<file path="src/verilog/lfwf_consts.svh">
// Purpose: timing counts and table values of the lf wake-up output filter
// Assumes: 20 MHz system clock; 32 kHz nominal filter oscillator
// Notes:   all filter times are counts of oscillator ticks
`ifndef LFWF_CONSTS_SVH
`define LFWF_CONSTS_SVH

`define LFWF_CLK_HZ        32'h01312d00
`define LFWF_OSC_HZ        32'h00007d00
// clk_sys cycles per oscillator tick, rounded down
`define LFWF_OSC_DIV       (`LFWF_CLK_HZ / `LFWF_OSC_HZ)

`define LFWF_TICKS_1MS     9'h020
`define LFWF_TICKS_2MS     9'h040
`define LFWF_TICKS_4MS     9'h080

`define LFWF_MAX_96        9'h060
`define LFWF_MAX_128       9'h080
`define LFWF_MAX_160       9'h0a0
`define LFWF_MAX_192       9'h0c0
`define LFWF_MAX_250       9'h0fa
`define LFWF_MAX_256       9'h100
`define LFWF_MAX_320       9'h140

`define LFWF_INACT_TICKS   32'h00000200
`define LFWF_ALARM_TICKS   32'h00000400

`define LFWF_READY_MS      32'h00000032
// longest time, rounded down
`define LFWF_READY_TICKS   (`LFWF_READY_MS * `LFWF_OSC_HZ / 32'h000003e8)

`define LFWF_SEL_OFF       2'h0
`define LFWF_SEL_1MS       2'h1
`define LFWF_SEL_2MS       2'h2
`define LFWF_SEL_4MS       2'h3

`endif

</file>
<file path="src/verilog/lfwf_pkg.sv">
// Purpose: types of the lf wake-up output filter
// Assumes: nothing
// Notes:   the two select codes fill config_word_zero, min_high_select in bits 3:2 and min_low_select in bits 1:0
package lfwf_pkg;

    typedef struct packed {
        logic [1:0] min_high_select;
        logic [1:0] min_low_select;
    } lfwf_cfg_t;

    typedef struct packed {
        logic ready;
        logic filter_open;
        logic inactivity_timeout;
        logic alarm_timeout;
    } lfwf_stat_t;

    typedef enum logic [3:0] {
        ST_IDLE = 4'b0001,
        ST_HIGH = 4'b0010,
        ST_LOW  = 4'b0100,
        ST_PASS = 4'b1000
    } lfwf_state_t;

endpackage

</file>
<file path="src/verilog/lfwf_tick_timer.sv">
// Purpose: timeout counter on oscillator ticks
// Assumes: tick is a one-cycle pulse on clk_sys
// Notes:   expired pulses one cycle after the LIMIT-th tick, then rewinds
`timescale 1ns/100ps
module lfwf_tick_timer #(
    parameter int LIMIT = 512
) (
    input  wire logic clk_sys,
    input  wire logic sys_rst,
    input  wire logic restart,
    input  wire logic tick,
    output logic      expired
);
    localparam int W = $clog2(LIMIT);

    logic [W-1:0] cnt_r;
    logic [W-1:0] cnt_nxt;
    logic         exp_r;
    logic         exp_nxt;

    always_comb begin
        cnt_nxt = cnt_r;
        exp_nxt = 1'b0;
        if (restart) begin
            cnt_nxt = '0;
        end else if (tick) begin
            if (cnt_r == W'(LIMIT - 1)) begin
                cnt_nxt = '0;
                exp_nxt = 1'b1;
            end else begin
                cnt_nxt = cnt_r + 1'b1;
            end
        end
    end

    always_ff @(posedge clk_sys) begin
        if (sys_rst) begin
            cnt_r <= '0;
            exp_r <= 1'b0;
        end else begin
            cnt_r <= cnt_nxt;
            exp_r <= exp_nxt;
        end
    end

    assign expired = exp_r;
endmodule

</file>
<file path="src/verilog/lfwf_top.sv">
// Purpose: output-enable filter and timeouts of an lf wake-up receiver
// Assumes: demod_in is the asynchronous demodulator level
// Notes:   the 32 kHz oscillator is modelled as a tick divided off clk_sys
`timescale 1ns/100ps
`include "lfwf_consts.svh"

module lfwf_top #(
    parameter int OSC_DIV     = `LFWF_OSC_DIV,
    parameter int READY_TICKS = `LFWF_READY_TICKS
) (
    input  wire logic               clk_sys,
    input  wire logic               sys_rst,
    input  wire logic               demod_in,
    input  wire lfwf_pkg::lfwf_cfg_t config_word_zero,
    output logic                    demod_data_out,
    output lfwf_pkg::lfwf_stat_t    status
);
    import lfwf_pkg::*;

    localparam int DW = $clog2(OSC_DIV);
    localparam int RW = $clog2(READY_TICKS + 1);

    function automatic logic [8:0] low_need(input logic [1:0] sel);
        unique case (sel)
            `LFWF_SEL_2MS: low_need = `LFWF_TICKS_2MS;
            `LFWF_SEL_4MS: low_need = `LFWF_TICKS_4MS;
            default:       low_need = `LFWF_TICKS_1MS;
        endcase
    endfunction

    function automatic logic [8:0] high_need(input logic [1:0] sel);
        unique case (sel)
            `LFWF_SEL_2MS: high_need = `LFWF_TICKS_2MS;
            `LFWF_SEL_4MS: high_need = `LFWF_TICKS_4MS;
            default:       high_need = `LFWF_TICKS_1MS;
        endcase
    endfunction

    function automatic logic [8:0] total_max(input logic [1:0] h,
                                             input logic [1:0] l);
        logic [8:0] m;
        m = `LFWF_MAX_96;
        unique case ({h, l})
            4'h4, 4'h5: m = `LFWF_MAX_96;
            4'h6:       m = `LFWF_MAX_128;
            4'h7:       m = `LFWF_MAX_192;
            4'h8, 4'h9: m = `LFWF_MAX_128;
            4'ha:       m = `LFWF_MAX_160;
            4'hb:       m = `LFWF_MAX_250;
            4'hc, 4'hd: m = `LFWF_MAX_192;
            4'he:       m = `LFWF_MAX_256;
            4'hf:       m = `LFWF_MAX_320;
            default:    m = `LFWF_MAX_96;
        endcase
        return m;
    endfunction

    // two-flop synchroniser; din_s1_r feeds din_s2_r only
    logic din_s1_r;
    logic din_s2_r;
    logic din_d_r;

    always_ff @(posedge clk_sys) begin
        if (sys_rst) begin
            din_s1_r <= 1'b0;
            din_s2_r <= 1'b0;
            din_d_r  <= 1'b0;
        end else begin
            din_s1_r <= demod_in;
            din_s2_r <= din_s1_r;
            din_d_r  <= din_s2_r;
        end
    end

    logic rise;
    logic fall;
    assign rise = din_s2_r & ~din_d_r;
    assign fall = ~din_s2_r & din_d_r;

    // oscillator tick and ready delay
    logic [DW-1:0] div_r;
    logic [DW-1:0] div_nxt;
    logic          tick_r;
    logic          tick_nxt;
    logic [RW-1:0] rdy_cnt_r;
    logic [RW-1:0] rdy_cnt_nxt;
    logic          ready_r;
    logic          ready_nxt;

    always_comb begin
        div_nxt     = div_r + 1'b1;
        tick_nxt    = 1'b0;
        rdy_cnt_nxt = rdy_cnt_r;
        ready_nxt   = ready_r;
        if (div_r == DW'(OSC_DIV - 1)) begin
            div_nxt  = '0;
            tick_nxt = 1'b1;
        end
        if (tick_r && !ready_r) begin
            if (rdy_cnt_r == RW'(READY_TICKS - 1)) begin
                ready_nxt = 1'b1;
            end
            rdy_cnt_nxt = rdy_cnt_r + 1'b1;
        end
    end

    always_ff @(posedge clk_sys) begin
        if (sys_rst) begin
            div_r     <= '0;
            tick_r    <= 1'b0;
            rdy_cnt_r <= '0;
            ready_r   <= 1'b0;
        end else begin
            div_r     <= div_nxt;
            tick_r    <= tick_nxt;
            rdy_cnt_r <= rdy_cnt_nxt;
            ready_r   <= ready_nxt;
        end
    end

    // qualification state
    lfwf_state_t state_r;
    lfwf_state_t state_nxt;
    logic [8:0]  high_cnt_r;
    logic [8:0]  high_cnt_nxt;
    logic [8:0]  low_cnt_r;
    logic [8:0]  low_cnt_nxt;
    logic [8:0]  tot_cnt_r;
    logic [8:0]  tot_cnt_nxt;
    logic        data_r;
    logic        data_nxt;
    logic        bypass;
    logic        inact_exp;
    logic        alarm_exp;
    logic        inact_restart;
    logic        alarm_restart;
    logic [8:0]  need_h;
    logic [8:0]  need_l;
    logic [8:0]  limit;

    assign bypass = (config_word_zero.min_high_select == `LFWF_SEL_OFF);
    assign need_h = high_need(config_word_zero.min_high_select);
    assign need_l = low_need(config_word_zero.min_low_select);
    assign limit  = total_max(config_word_zero.min_high_select,
                              config_word_zero.min_low_select);

    always_comb begin
        state_nxt    = state_r;
        high_cnt_nxt = high_cnt_r;
        low_cnt_nxt  = low_cnt_r;
        tot_cnt_nxt  = tot_cnt_r;
        // saturating total and high counts; 9 bits already cover every limit
        if (tick_r && tot_cnt_r != 9'h1ff) begin
            tot_cnt_nxt = tot_cnt_r + 1'b1;
        end
        unique case (state_r)
            ST_IDLE: begin
                if (rise) begin
                    state_nxt    = ST_HIGH;
                    high_cnt_nxt = '0;
                    tot_cnt_nxt  = '0;
                end
            end
            ST_HIGH: begin
                if (tick_r && high_cnt_r != 9'h1ff) begin
                    high_cnt_nxt = high_cnt_r + 1'b1;
                end
                if (tot_cnt_r > limit) begin
                    state_nxt = ST_IDLE;
                end else if (fall) begin
                    low_cnt_nxt = '0;
                    state_nxt   = (high_cnt_r >= need_h) ? ST_LOW
                                                         : ST_IDLE;
                end
            end
            ST_LOW: begin
                if (tick_r) begin
                    low_cnt_nxt = low_cnt_r + 1'b1;
                end
                if (rise) begin
                    // a short gap restarts qualification from this edge
                    state_nxt    = ST_HIGH;
                    high_cnt_nxt = '0;
                    tot_cnt_nxt  = '0;
                end else if (low_cnt_r >= need_l) begin
                    state_nxt = (tot_cnt_r <= limit) ? ST_PASS
                                                     : ST_IDLE;
                end
            end
            ST_PASS: begin
                if (inact_exp) begin
                    state_nxt = ST_IDLE;
                end
            end
        endcase
        if (bypass || !ready_r) begin
            state_nxt = ST_IDLE;
        end
        if (bypass) begin
            data_nxt = ready_r & din_s2_r;
        end else begin
            data_nxt = ready_r & (state_r == ST_PASS) & din_s2_r;
        end
    end

    always_ff @(posedge clk_sys) begin
        if (sys_rst) begin
            state_r    <= ST_IDLE;
            high_cnt_r <= '0;
            low_cnt_r  <= '0;
            tot_cnt_r  <= '0;
            data_r     <= 1'b0;
        end else begin
            state_r    <= state_nxt;
            high_cnt_r <= high_cnt_nxt;
            low_cnt_r  <= low_cnt_nxt;
            tot_cnt_r  <= tot_cnt_nxt;
            data_r     <= data_nxt;
        end
    end

    // inactivity: open filter with no input edge; alarm: busy input never
    // qualifying, so a noisy field cannot keep the receiver awake unnoticed
    assign inact_restart = (state_r != ST_PASS) | rise | fall;
    assign alarm_restart = (state_r == ST_PASS) | bypass | ~ready_r
                         | ((state_r == ST_IDLE) & ~din_s2_r);

    lfwf_tick_timer #(
        .LIMIT(`LFWF_INACT_TICKS)
    ) u_inact (
        .clk_sys(clk_sys),
        .sys_rst(sys_rst),
        .restart(inact_restart),
        .tick   (tick_r),
        .expired(inact_exp)
    );

    lfwf_tick_timer #(
        .LIMIT(`LFWF_ALARM_TICKS)
    ) u_alarm (
        .clk_sys(clk_sys),
        .sys_rst(sys_rst),
        .restart(alarm_restart),
        .tick   (tick_r),
        .expired(alarm_exp)
    );

    assign demod_data_out            = data_r;
    assign status.ready              = ready_r;
    assign status.filter_open        = (state_r == ST_PASS);
    assign status.inactivity_timeout = inact_exp;
    assign status.alarm_timeout      = alarm_exp;
endmodule
</file>
<file path="config.mk">
export PLATFORM = sky130hd
export DESIGN_NAME = lfwf_top
export DESIGN_NICKNAME = d
export VERILOG_FILES = /design/src/verilog/lfwf_pkg.sv /design/src/verilog/lfwf_tick_timer.sv /design/src/verilog/lfwf_top.sv
export VERILOG_INCLUDE_DIRS = /design/src /design/src/verilog
export SDC_FILE = /design/constraint.sdc
export NUM_CORES = 1
export LEC_CHECK = 0
export ABC_AREA = 1
export BUFFER_PORTS_ARGS = -buffer_cell sky130_fd_sc_hd__buf_2
export CAP_MARGIN = 20
export CORE_MARGIN = 10
export CORE_UTILIZATION = 65
export CTS_BUF_LIST = sky130_fd_sc_hd__clkbuf_16
export CTS_CLUSTER_SIZE = 40
export DETAILED_ROUTE_END_ITERATION = 6
export HOLD_SLACK_MARGIN = 0.06
export PLACE_DENSITY_LB_ADDON = 0.2
export SLEW_MARGIN = 10
export SYNTH_ARGS = -nofsm -noshare
export SYNTH_HDL_FRONTEND = slang
export SYNTH_SLANG_ARGS = --single-unit
</file>
<file path="constraint.sdc">
create_clock -name clk_sys -period 4.7 [get_ports clk_sys]
set_clock_uncertainty 0.05 [all_clocks]
set_input_delay 0.47 -clock clk_sys [delete_from_list [all_inputs] [get_ports clk_sys]]
set_output_delay 0.47 -clock clk_sys [all_outputs]
set_load 0.1 [all_outputs]
</file>
# ---- After elaboration in Yosys (flattened, before gate mapping)
# Memory sizes are Yosys's and may differ from the RTL's.
# Cells that the tools add are included.
dict set report word_totals {
  word_cells 113
  mem_count 1
  regBits 79
  romBits 112
  out_inout_bits 5
}
# memory depth word_bits rd rd_ports_with_merged_regs wr line_no
set mem_list {}
lappend mem_list {{(name not given)} 16 7 1 0 0 lfwf_top.sv:43} ;# unique case ({h, l})
dict set report op_classes {
  addsub 7
  magnitude_cmp 4
  n_reduce_logical 19
  bitwise_logic 15
  muxes 27
  n_eq_ne 24
}
# cell count
set ops {}
lappend ops {{9-bit 2-to-1 mux} 9}
lappend ops {{9-bit by 1-bit adder with 9-bit output, second input constant} 4}
lappend ops {{9-bit case mux with 2 select lines} 2}
lappend ops {{8-bit case mux with 2 select lines} 2}
lappend ops {{4-bit 2-to-1 mux} 7}
lappend ops {{10-bit by 1-bit adder with 10-bit output, second input constant} 2}
lappend ops {{10-bit == test, second input constant} 2}
lappend ops {{9-bit greater-or-equal comparator} 2}
lappend ops {{9-bit inequality test, second input constant} 2}
lappend ops {{4-bit case mux with 4 select lines} 1}
lappend ops {{11-bit by 1-bit adder with 11-bit output, second input constant} 1}
lappend ops {{11-bit == test, second input constant} 1}
lappend ops {{10-bit 2-to-1 mux} 1}
lappend ops {{2-bit inequality test, second input constant} 5}
lappend ops {{2-bit OR reduction} 5}
lappend ops {{9-bit == test, second input constant} 1}
lappend ops {{9-bit > comparator} 1}
lappend ops {{9-bit less-or-equal comparator} 1}
lappend ops {{2-bit == test, second input constant} 4}
lappend ops {{4-bit AND reduction} 2}
lappend ops {{1-bit AND} 6}
lappend ops {{3-bit inequality test, second input constant} 2}
lappend ops {{3-bit OR reduction} 2}
lappend ops {{1-bit OR} 5}
lappend ops {{other kinds (16)} 26}

# ---- Depth between registers and ports, before layout
dict set report logic_depth {
  depth_word 7
  ltp_mapped 17
  ltp_nobuf 17
}

# ---- By module
# A second synthesis with hierarchy kept.
dict set report unflattened {
  hier_cells 622
  hier_area_um2 4489.3
}
# mod n_inst cells_each area_each_um2
set by_module_without_submodules {}
lappend by_module_without_submodules {lfwf_top 1 481 3417.0}
lappend by_module_without_submodules {{lfwf_tick_timer at u_alarm} 1 68 553.0}
lappend by_module_without_submodules {{lfwf_tick_timer at u_inact} 1 73 519.2}

# ---- Least setup slack after synthesis
# No wires, ideal clock.
dict set report synth_timing {
  path_kind {input to register}
  startpoint {input port config_word_zero[3] (netlist bit)}
  endpoint {register low_cnt_r[5]}
  arrival_time_ns 2.121
  path_buffers 0
  setup_ns 0.071
  cell_stages 14
  slack_ns 2.458
  cell_sequence {inv_1 or2_2 nor2_1 inv_1 ha_1 a21oi_1 nand2_1 nand2_1 nand2_1 nand2_1 nand3_2 nand2_2 nand2_1 a21oi_1}
}
dict set report synth_via {
  elab_chain_cells 4
}
# item line_no
set synth_lines {}
lappend synth_lines {{start: declaration} lfwf_top.sv:14} ;# input wire lfwf_pkg::lfwf_cfg_t config_word_zero,
lappend synth_lines {{memory 16 x 7 bit} --}
lappend synth_lines {{9-bit > comparator} lfwf_top.sv:168} ;# if (tot_cnt_r > limit) begin
lappend synth_lines {{2-bit inequality test (no source line)} --}
lappend synth_lines {{4-bit AND reduction (no source line)} --}
lappend synth_lines {{end signal: assignment} lfwf_top.sv:216} ;# low_cnt_r <= low_cnt_nxt;
lappend synth_lines {{end: declaration} lfwf_top.sv:126} ;# logic [8:0] low_cnt_r;
# No other way between the ends.
# A chain may end at the register's enable or synchronous reset.

# ---- Worst setup path in the final report
dict set report layout_timing {
  startpoint {input port config_word_zero[3] (netlist bit)}
  endpoint {register low_cnt_r[3]}
}
# The elaborated chain is that of the path after synthesis.

==> out/metrics.yaml <==
synthesis:
  synth_area_leaders: "dfxtp_1 37%, nand2_1 10%, inv_1 8.5%, ha_1 7.7%, nor2_1 7.6%"
  ys_types: 35
  ys_seq_area_share_pct: 37.5
  syn_avg_cell_area_um2: 6.98
  synth-seq-cells: 79
  yosys.area.top_type_share_pct: 37.5
  synth_top_area_cell: "dfxtp_1"
  synthesis.area_mm2: 0.00422
  synth_edf_count: 0
  synth_ff_type: "dfxtp_1"
  syn_inst: 605
  synth_commonest_cells: "116 x nand2_1, 96 x inv_1, 86 x nor2_1"
  synth_nets: 638
  synth.most_common_cell: "nand2_1"
  yosysWarningCount: 0
  async_reset_ff_share_pct: 0
clock_tree:
  htree_levels: 3
  cts_resized: 0
  clock-sinks: 79
  cts.clk_slew.worst_paths_ps: 60
  numCtsBuffers: 9
  cts_tree: "done"
  clockRootBuffer: "clkbuf_16"
  clock_latency_ps: 330
  cts_setup_buffers: 0
  postCtsHoldBufs: 0
  cts_buffer_depth: 2
sta:
  hold_violations: 0
  drv_slew: 0
  timing.setup.tns_ps: 0
  rsz0062_at_grt: "no"
  worst_slew_margin_rel_pct: 61.8
  worst_slew_pin_slew_ps: 571
  layout_worst_path_cycle_share_pct: 50.3
  setup_viol: 0
  fmaxAchievable_mhz: 423
  period_needed_ps: 2370
global_route:
  antenna_found_initial: 0
  top_usage_layer: "met2"
  grt_pass1_wl_um: 15100
  globalRouteMet1Util_pct: 20.5
  grt_usage_pct: 17.6
  grt_max_degree: 25
  grt_pass1_vias: 3593
  overflow: 0
  grt_use_met2_pct: 31.4
  grt_use_met3_pct: 3.91
critical_path:
  cp_max_fo: 9
  reg2reg_from: "high_cnt_r[0]"
  worst-r2r-cell-count: 11
  worst_setup_path_end_kind: "flip-flop"
  crit_arrival_ps: 2560
  criticalPathCategory: "in -> reg"
  required_ps: 4900
  rrSetupSlack_ps: 2480
  r2r_end: "high_cnt_r[7]"
  cp-start-kind: "primary input"
hold_path:
  hold_end: "din_s1_r"
  min_path_type: "in -> reg"
  min_from: "demod_in"
  hold_depth: 3
routing:
  drc_errors: 0
  post_drt_wl_per_cell_um: 12.6
  dr.pass1.iters: 4
  via_per_inst: 5.40
  vias: 3761
  postRouteWirelength_um: 8790
  drtAntennaViolNets: 0
  drtIter0Drc: 154
floorplanning:
  num_io_pins: 12
  die_area_mm2: 0.0101
  core_area_mm2: 0.00631
  start_util_pct: 66.9
  row_count: 29
  die_h_um: 101
  dieWidth_um: 101
cells_and_area:
  fillers: 513
  final_core_util_pct: 72.3
  drive_gt1_share_pct: 6.61
  fin_nets: 649
  area_growth_syn_to_layout_pct: 8.06
  num_antenna_cells: 0
placed_design:
  port_buffers: 11
  dp_hpwl_um: 6460
  gp_congestion: 0.880
power_and_ir_drop:
  ir_worst_vdd_v: 0.000253
  p_per_area_mw_per_mm2: 295
  leakagePower_uw: 0.00192
run_status:
  status: "finished, final reports clean"
job:
  maxCapViolations: 0
critical path, cell delays in order:
cell and delay, ps:
buf_2 110, inv_1 70, or2_2 310, nor2_1 140
inv_1 80, ha_1 290, a21oi_1 170, nand2_1 80
nand2_1 60, nand2_1 60, nand2_1 130, nand3_2 200
nand2_2 200, nand2_1 70, a21oi_1 150
sequential cells by signal (all words and copies together) (netlist names), 4 cells and up:
name,cells
u_alarm.cnt_r,10
u_inact.cnt_r,9
tot_cnt_r,9
state_r,4
low_cnt_r,9
high_cnt_r,9
div_r,10
rdy_cnt_r,11
area by class of cell:
cell class                 instances  area (µm²)  share of cell area, %
multi-input combinational        417        2200                   48.2
clock buffer                       9         225                   4.94
inverter                          98         370                   8.12
tap                               77        96.3                   2.11
timing repair buffer              11        55.1                   1.21
clock inverter                     6        36.3                  0.795
sequential                        79        1580                   34.7
power by group:
part | internal (µW) | leakage (µW) | total (µW) | switching (µW)
sequential | 674 | 0.000637 | 677 | 3.30
clock | 352 | 0.000131 | 619 | 267
combinational | 16.7 | 0.00115 | 51.0 | 34.2
cell usage in the layout, fill, tap and decap left out, drive strengths merged, types with 3 or more instances in the layout:
master,instances
nand3,36
o21ai,26
a21oi,45
nor2,90
inv,99
xor2,13
dfxtp,79
o211ai,4
nor3,17
nor3b,6
a211oi,4
or2,4
buf,11
nor4,7
nand4,13
clkbuf,9
ha,26
clkinv,4
nand2,118
xnor2,3
per-stage QoR:
step / std cells / total power, µW / instance area [µm²] / setup WS (ps) / hold slack (ps)
floorplan: 605 / 728 / 4220 / 2460 / 338
CTS: 697 / 1350 / 4560 / 2370 / 300
global placement: 682 / 740 / 4300 / 2160 / 344
detailed placement: 682 / 742 / 4300 / 2040 / 354
global route: 697 / 1390 / 4560 / 2110 / 323
finish: 697 / 1350 / 4560 / 2330 / 307
cell families after synthesis:
| logic type | synth area share, % |
|---|---|
| xor+xnor | 3.32 |
| fa+ha+maj | 7.71 |
| compound gates | 10.6 |
| flops | 37.5 |
| buf+inv | 10.5 |
| simple gates | 30.4 |
routing by layer:
metal | vias up | wire length, µm | share of wire, %
li1 | 1970 | - | -
met1 | 1724 | 3910 | 44
met2 | 59 | 4490 | 51
met3 | 8 | 321 | 3.7
met4 | 0 | 65 | 0.74
met5 | - | 0 | 0
how the worst max path moves through the flow:
stage / start / slack, ps / end
detailed placement: config_word_zero[3] / 2040 / low_cnt_r[3]
global route: config_word_zero[3] / 2110 / low_cnt_r[7]
floorplan: config_word_zero[3] / 2460 / low_cnt_r[5]
finish: config_word_zero[3] / 2330 / low_cnt_r[3]
CTS: config_word_zero[3] / 2370 / low_cnt_r[3]
global placement: config_word_zero[3] / 2160 / low_cnt_r[2]
Note: power is estimated with default switching activity, not from simulation.
